`src/core/bsx_pkg.sv`:
```
// Package for the byte subtract, exclusive-OR and nibble swap datapath.
package bsx_pkg;
  localparam int BSX_DATA_W = 8;
  localparam int BSX_ADDR_W = 7;
  localparam logic [7:0] BSX_ACC_RST = 8'h00;
  localparam logic BSX_FLAG_RST = 1'b0;
  localparam logic BSX_DEST_ACC = 1'b0;
  localparam logic BSX_DEST_FILE = 1'b1;

  // One-hot operation codes issued by the decoder.
  typedef enum logic [5:0] {
    BSX_OP_NONE = 6'h01,
    BSX_OP_SUB_W_FROM_LITERAL = 6'h02,
    BSX_OP_SUB_W_FROM_FILE = 6'h04,
    BSX_OP_XOR_LITERAL_INTO_ACC = 6'h08,
    BSX_OP_XOR_ACC_WITH_FILE = 6'h10,
    BSX_OP_NIBBLE_SWAP_FILE = 6'h20
  } bsx_op_t;

  // One issued instruction.
  typedef struct packed {
    bsx_op_t op;
    logic [7:0] literal;
    logic [6:0] file_addr;
    logic destination_select;
  } bsx_instr_t;

  // Write-back request toward data memory.
  typedef struct packed {
    logic we;
    logic [6:0] addr;
    logic [7:0] data;
  } bsx_file_wr_t;

  typedef struct packed {
    logic carry_flag;
    logic digit_carry_flag;
    logic zero_flag;
  } bsx_flags_t;
endpackage : bsx_pkg

```
`src/core/bsx_alu.sv`:
```
// Single-cycle datapath for subtract, exclusive-OR and nibble swap instructions.
// What this block does
// - Literal minus accumulator into accumulator.
// - File minus accumulator into chosen destination.
// - Subtracts set carry, digit carry, zero.
// - Accumulator XOR literal into accumulator.
// - Accumulator XOR file into chosen destination.
// - XORs change only the zero flag.
// - Swap file nibbles into chosen destination.
// - Nibble swap leaves all flags alone.
// - Destination bit picks accumulator or file.
module bsx_alu
  import bsx_pkg::*;
(
  input wire logic mclk,
  input wire logic arst_n,
  input wire logic instr_valid,
  input wire bsx_instr_t instr,
  input wire logic [7:0] file_rd_data,
  output bsx_file_wr_t file_wr,
  output logic [7:0] acc,
  output bsx_flags_t flags
);
  logic [7:0] acc_r;
  bsx_flags_t flags_r;
  bsx_file_wr_t file_wr_r;

  wire logic is_sub_lit = instr_valid && (instr.op == BSX_OP_SUB_W_FROM_LITERAL);
  wire logic is_sub_file = instr_valid && (instr.op == BSX_OP_SUB_W_FROM_FILE);
  wire logic is_xor_lit = instr_valid && (instr.op == BSX_OP_XOR_LITERAL_INTO_ACC);
  wire logic is_xor_file = instr_valid && (instr.op == BSX_OP_XOR_ACC_WITH_FILE);
  wire logic is_swap = instr_valid && (instr.op == BSX_OP_NIBBLE_SWAP_FILE);
  wire logic is_sub = is_sub_lit || is_sub_file;
  wire logic is_xor = is_xor_lit || is_xor_file;
  wire logic uses_file = is_sub_file || is_xor_file || is_swap;
  wire logic is_ours = is_sub || is_xor || is_swap;

  // Literal forms ignore the destination bit, so they can never reach data memory.
  wire logic [7:0] opnd = (is_sub_lit || is_xor_lit) ? instr.literal : file_rd_data;
  // The ninth bit of operand plus inverted accumulator plus one is the no-borrow carry.
  wire logic [8:0] diff = {1'b0, opnd} + {1'b0, ~acc_r} + 9'h001;
  wire logic [4:0] ldiff = {1'b0, opnd[3:0]} + {1'b0, ~acc_r[3:0]} + 5'h01;
  wire logic [7:0] xres = acc_r ^ opnd;
  wire logic [7:0] sres = {file_rd_data[3:0], file_rd_data[7:4]};
  wire logic [7:0] result = is_sub ? diff[7:0] : (is_xor ? xres : sres);
  wire logic to_file = uses_file && (instr.destination_select == BSX_DEST_FILE);
  wire logic to_acc = is_ours && !to_file;
  wire logic zero = (result == 8'h00);

  // All effects land on the edge closing the instruction cycle.
  always_ff @(posedge mclk or negedge arst_n) begin
    if (!arst_n) begin
      acc_r <= BSX_ACC_RST;
    end else if (to_acc) begin
      acc_r <= result;
    end
  end

  always_ff @(posedge mclk or negedge arst_n) begin
    if (!arst_n) begin
      flags_r <= '{BSX_FLAG_RST, BSX_FLAG_RST, BSX_FLAG_RST};
    end else if (is_sub) begin
      flags_r <= '{diff[8], ldiff[4], zero};
    end else if (is_xor) begin
      flags_r.zero_flag <= zero;
    end
  end

  always_ff @(posedge mclk or negedge arst_n) begin
    if (!arst_n) begin
      file_wr_r <= '0;
    end else begin
      file_wr_r <= '{to_file, instr.file_addr, result};
    end
  end

  assign acc = acc_r;
  assign flags = flags_r;
  assign file_wr = file_wr_r;
endmodule : bsx_alu

```
`config.mk`:
```
export PLATFORM = sky130hd
export DESIGN_NAME = bsx_alu
export DESIGN_NICKNAME = d
export VERILOG_FILES = /design/src/core/bsx_pkg.sv /design/src/core/bsx_alu.sv
export SDC_FILE = /design/constraint.sdc
export NUM_CORES = 1
export LEC_CHECK = 0
export BUFFER_PORTS_ARGS = -buffer_cell sky130_fd_sc_hd__buf_2
export CORE_ASPECT_RATIO = 1.4
export CORE_UTILIZATION = 43
export DETAILED_ROUTE_END_ITERATION = 10
export PLACE_DENSITY = 0.74
export SLEW_MARGIN = 0
export SYNTH_ARGS = -nofsm -noshare
export SYNTH_HDL_FRONTEND = slang
export SYNTH_SLANG_ARGS = --single-unit
```
`constraint.sdc`:
```
create_clock -name mclk -period 3 [get_ports mclk]
set_input_delay 0.3 -clock mclk [delete_from_list [all_inputs] [get_ports mclk]]
set_output_delay 0.3 -clock mclk [all_outputs]
set_load 0.05 [all_outputs]
```
==> impl_metrics.toml <==
[clocking]
h-tree-depth = 1
postCtsHoldBufs = 0
cts_buffers = 3
cts_tree = "done"
clk-insertion-delay-late_ns = 0.26
cts-root-buf = "clkbuf_8"
cts_buffer_depth = 2
clkSlewWorstSetupHoldPaths_ns = 0.09
cts_sinks = 27

[synthesis]
synth_area_leader_cell = "dfrtp_1"
synth_commonest_cells = "27 x dfrtp_1, 15 x mux2_2, 12 x a21oi_1, 11 x nand2_1, 11 x o21ai_0"
dominantRegCellSynth = "dfrtp_1"
yosysMostFrequentCell = "dfrtp_1"
yosys_warnings = 0
netlist_area_sq_mm = 0.00155
ys_seq_elements = 27
ys_top_cells_by_area = "dfrtp_1 44%, mux2_2 11%, ha_1 6.5%"
synthArstFlopShare = 1.00
synth_edf_count = 0
syn_nets = 190
synth_cells = 148
synth_top_area_share = 0.437
ys_types = 40
avgSynthCellArea_sq_um = 10.4
synth.yosys.seq_area_share = 0.437

[critical_path]
startpoint = "instr[16]"
cp.arrival_ns = 3.49
worst-setup-path-type = "primary input to register"
cp_num_buf_inv = 1
rrSetupSlack_ns = 0.46
cp.required_ns = 3.18
critPathCaptureType = "register"
cp_max_fo = 5
slowest_delay_ns = 0.56
regToRegEndpoint = "flags[0]$_DFFE_PN0N_"
cpMaxStageDelayCell = "or4b_4"
reg2reg_depth = 9
path_cells = "buf_2 -> or4b_4 -> nor3_4 -> mux2_4 -> ha_4 -> nor2b_1 -> a21bo_2 -> xor2_1 -> a221o_1 -> a211o_1 -> or4_1 -> o31ai_2"
r2r_start = "acc[1]$_DFFE_PN0P_"
start_kind = "primary input"
critical_path.top_delay_family = "simple AND/OR/NAND/NOR gates"

[pwr]
power.total_mw = 1.33
p_leak_nw = 1.08
ir_worst_vdd_uv = 421
power.density_mw_per_mm2 = 608

[timing]
rsz0062_at_grt = "yes"
setup_violations = 3
tightest_slew_ns = 0.587
finalClockSkew_ns = 0.00324
slew_headroom = 0.609
fin_crit_sh = 1.10
hold-worst-slack_ns = 0.0281
slew_violations = 0
max_freq_ghz = 0.303
hold_viol = 0
fin_ws_ns = -0.304
period_minus_slack_ns = 3.30

[place]
portBuffers = 59
routabilityCongestion = 0.821
placed_area_sq_mm = 0.00211
hpwl_um = 3170
pre_cts_slack_ns = -0.604

[drt]
avgViaCountPerCell = 5.28
antenna_left = 0
drt-total-wl_um = 3870
drc_errors = 0
dr.pass1.iters = 4
vias = 1421
drtIter0Drc = 27
wl_per_cell_um = 14.4

[global_routing]
grt_usage = 0.217
antenna_found_initial = 0
grt_pass1_vias = 1441
grt-ovfl-total = 0
grt_pass1_wl_um = 6100
grt_max_degree = 28

[die]
rows = 25
die_width_um = 52.7
start_util = 0.453
die_area_sq_mm = 0.00384
pin_count = 60
die_h_um = 72.9
core_sq_mm = 0.00341

[final_layout]
syn_to_final_growth_pct = 41.9
drive_gt1_frac = 0.528
regArea_sq_um = 676
postLayoutCoreUtil = 0.643
num_antenna_cells = 0
fillers = 310
nets = 272
post-route-cell-area_sq_mm = 0.00219
multiInputGateArea_sq_um = 902

[min_path]
worstHoldPathType = "primary input to asynchronous set/reset pin"

[outcome]
violations = "setup timing"
status = "finished, violations left"

[job]
drv_cap = 0
==> layout make-up <==
| class | count | share of cell area |
|---|---|---|
| inverters | 10 | 0.0171 |
| well taps | 40 | 0.0228 |
| clock buffers | 4 | 0.0205 |
| multi-input cells | 104 | 0.411 |
| repair buffers | 84 | 0.220 |
| flip-flops and latches | 27 | 0.308 |
==> report_power, final <==
group / switching, mW / leakage (nW) / internal [mW]
sequential: 0.0311 / 0.324 / 0.418
clock: 0.105 / 0.0228 / 0.0949
combinational: 0.428 / 0.733 / 0.256
==> worst max path at each step <==
stage	end	slack, ns	cells past startpoint
final	flags[0]$_DFFE_PN0N_	-0.30	12
after CTS	flags[0]$_DFFE_PN0N_	-0.30	12
after floorplan	flags[0]$_DFFE_PN0N_	-0.53	12
after detailed placement	flags[0]$_DFFE_PN0N_	-0.60	12
after global routing	flags[0]$_DFFE_PN0N_	-0.40	12
after global placement	flags[0]$_DFFE_PN0N_	-0.54	12
==> registers in the layout, indices dropped and copies added, names as in the netlist <==
name	flops
acc	8
file_wr	16
flags	3
==> cells in the final DEF, fill, tap and decap left out, drive strengths merged, types with 2 or more instances in the layout <==
cell	n
a21oi	12
dfrtp	27
a31oi	2
o21ai	11
nor2	9
nand2	11
mux2	15
buf	84
nor2b	2
xor2	3
inv	10
nor3	4
clkbuf	4
a21o	4
ha	8
xnor2	3
==> per-stage QoR <==
stage,std cells,setup TNS (ns)
2_1_floorplan,148,-0.702
4_1_cts,269,-0.376
6_report,269,-0.363
3_5_place_dp,264,-2.71
3_3_place_gp,264,-2.31
5_1_grt,269,-0.682
==> layer usage <==
| layer | part of all wire | vias to the layer above | GRT usage |
|---|---|---|---|
| li1 | - | 685 | - |
| met1 | 0.37 | 684 | 0.209 |
| met2 | 0.57 | 48 | 0.430 |
| met3 | 0.050 | 4 | 0.0271 |
| met4 | 0.014 | 0 | 0.0965 |
| met5 | 0 | - | 0 |
==> logic make-up after synthesis <==
logic type                 synth area share
buffers and inverters                0.0478
muxes                                 0.116
xor gates and xnor gates             0.0340
and+or+nand+nor                       0.136
DFF                                   0.437
adders and majority gates            0.0777
AOI/OAI and AO/OA                     0.151
==> what timing repair did <==
action,in CTS,in global routing
setup buffers,1,0
resized for setup,2,4
setup endpoints to repair,3,6
(Power assumes the default switching activity.)
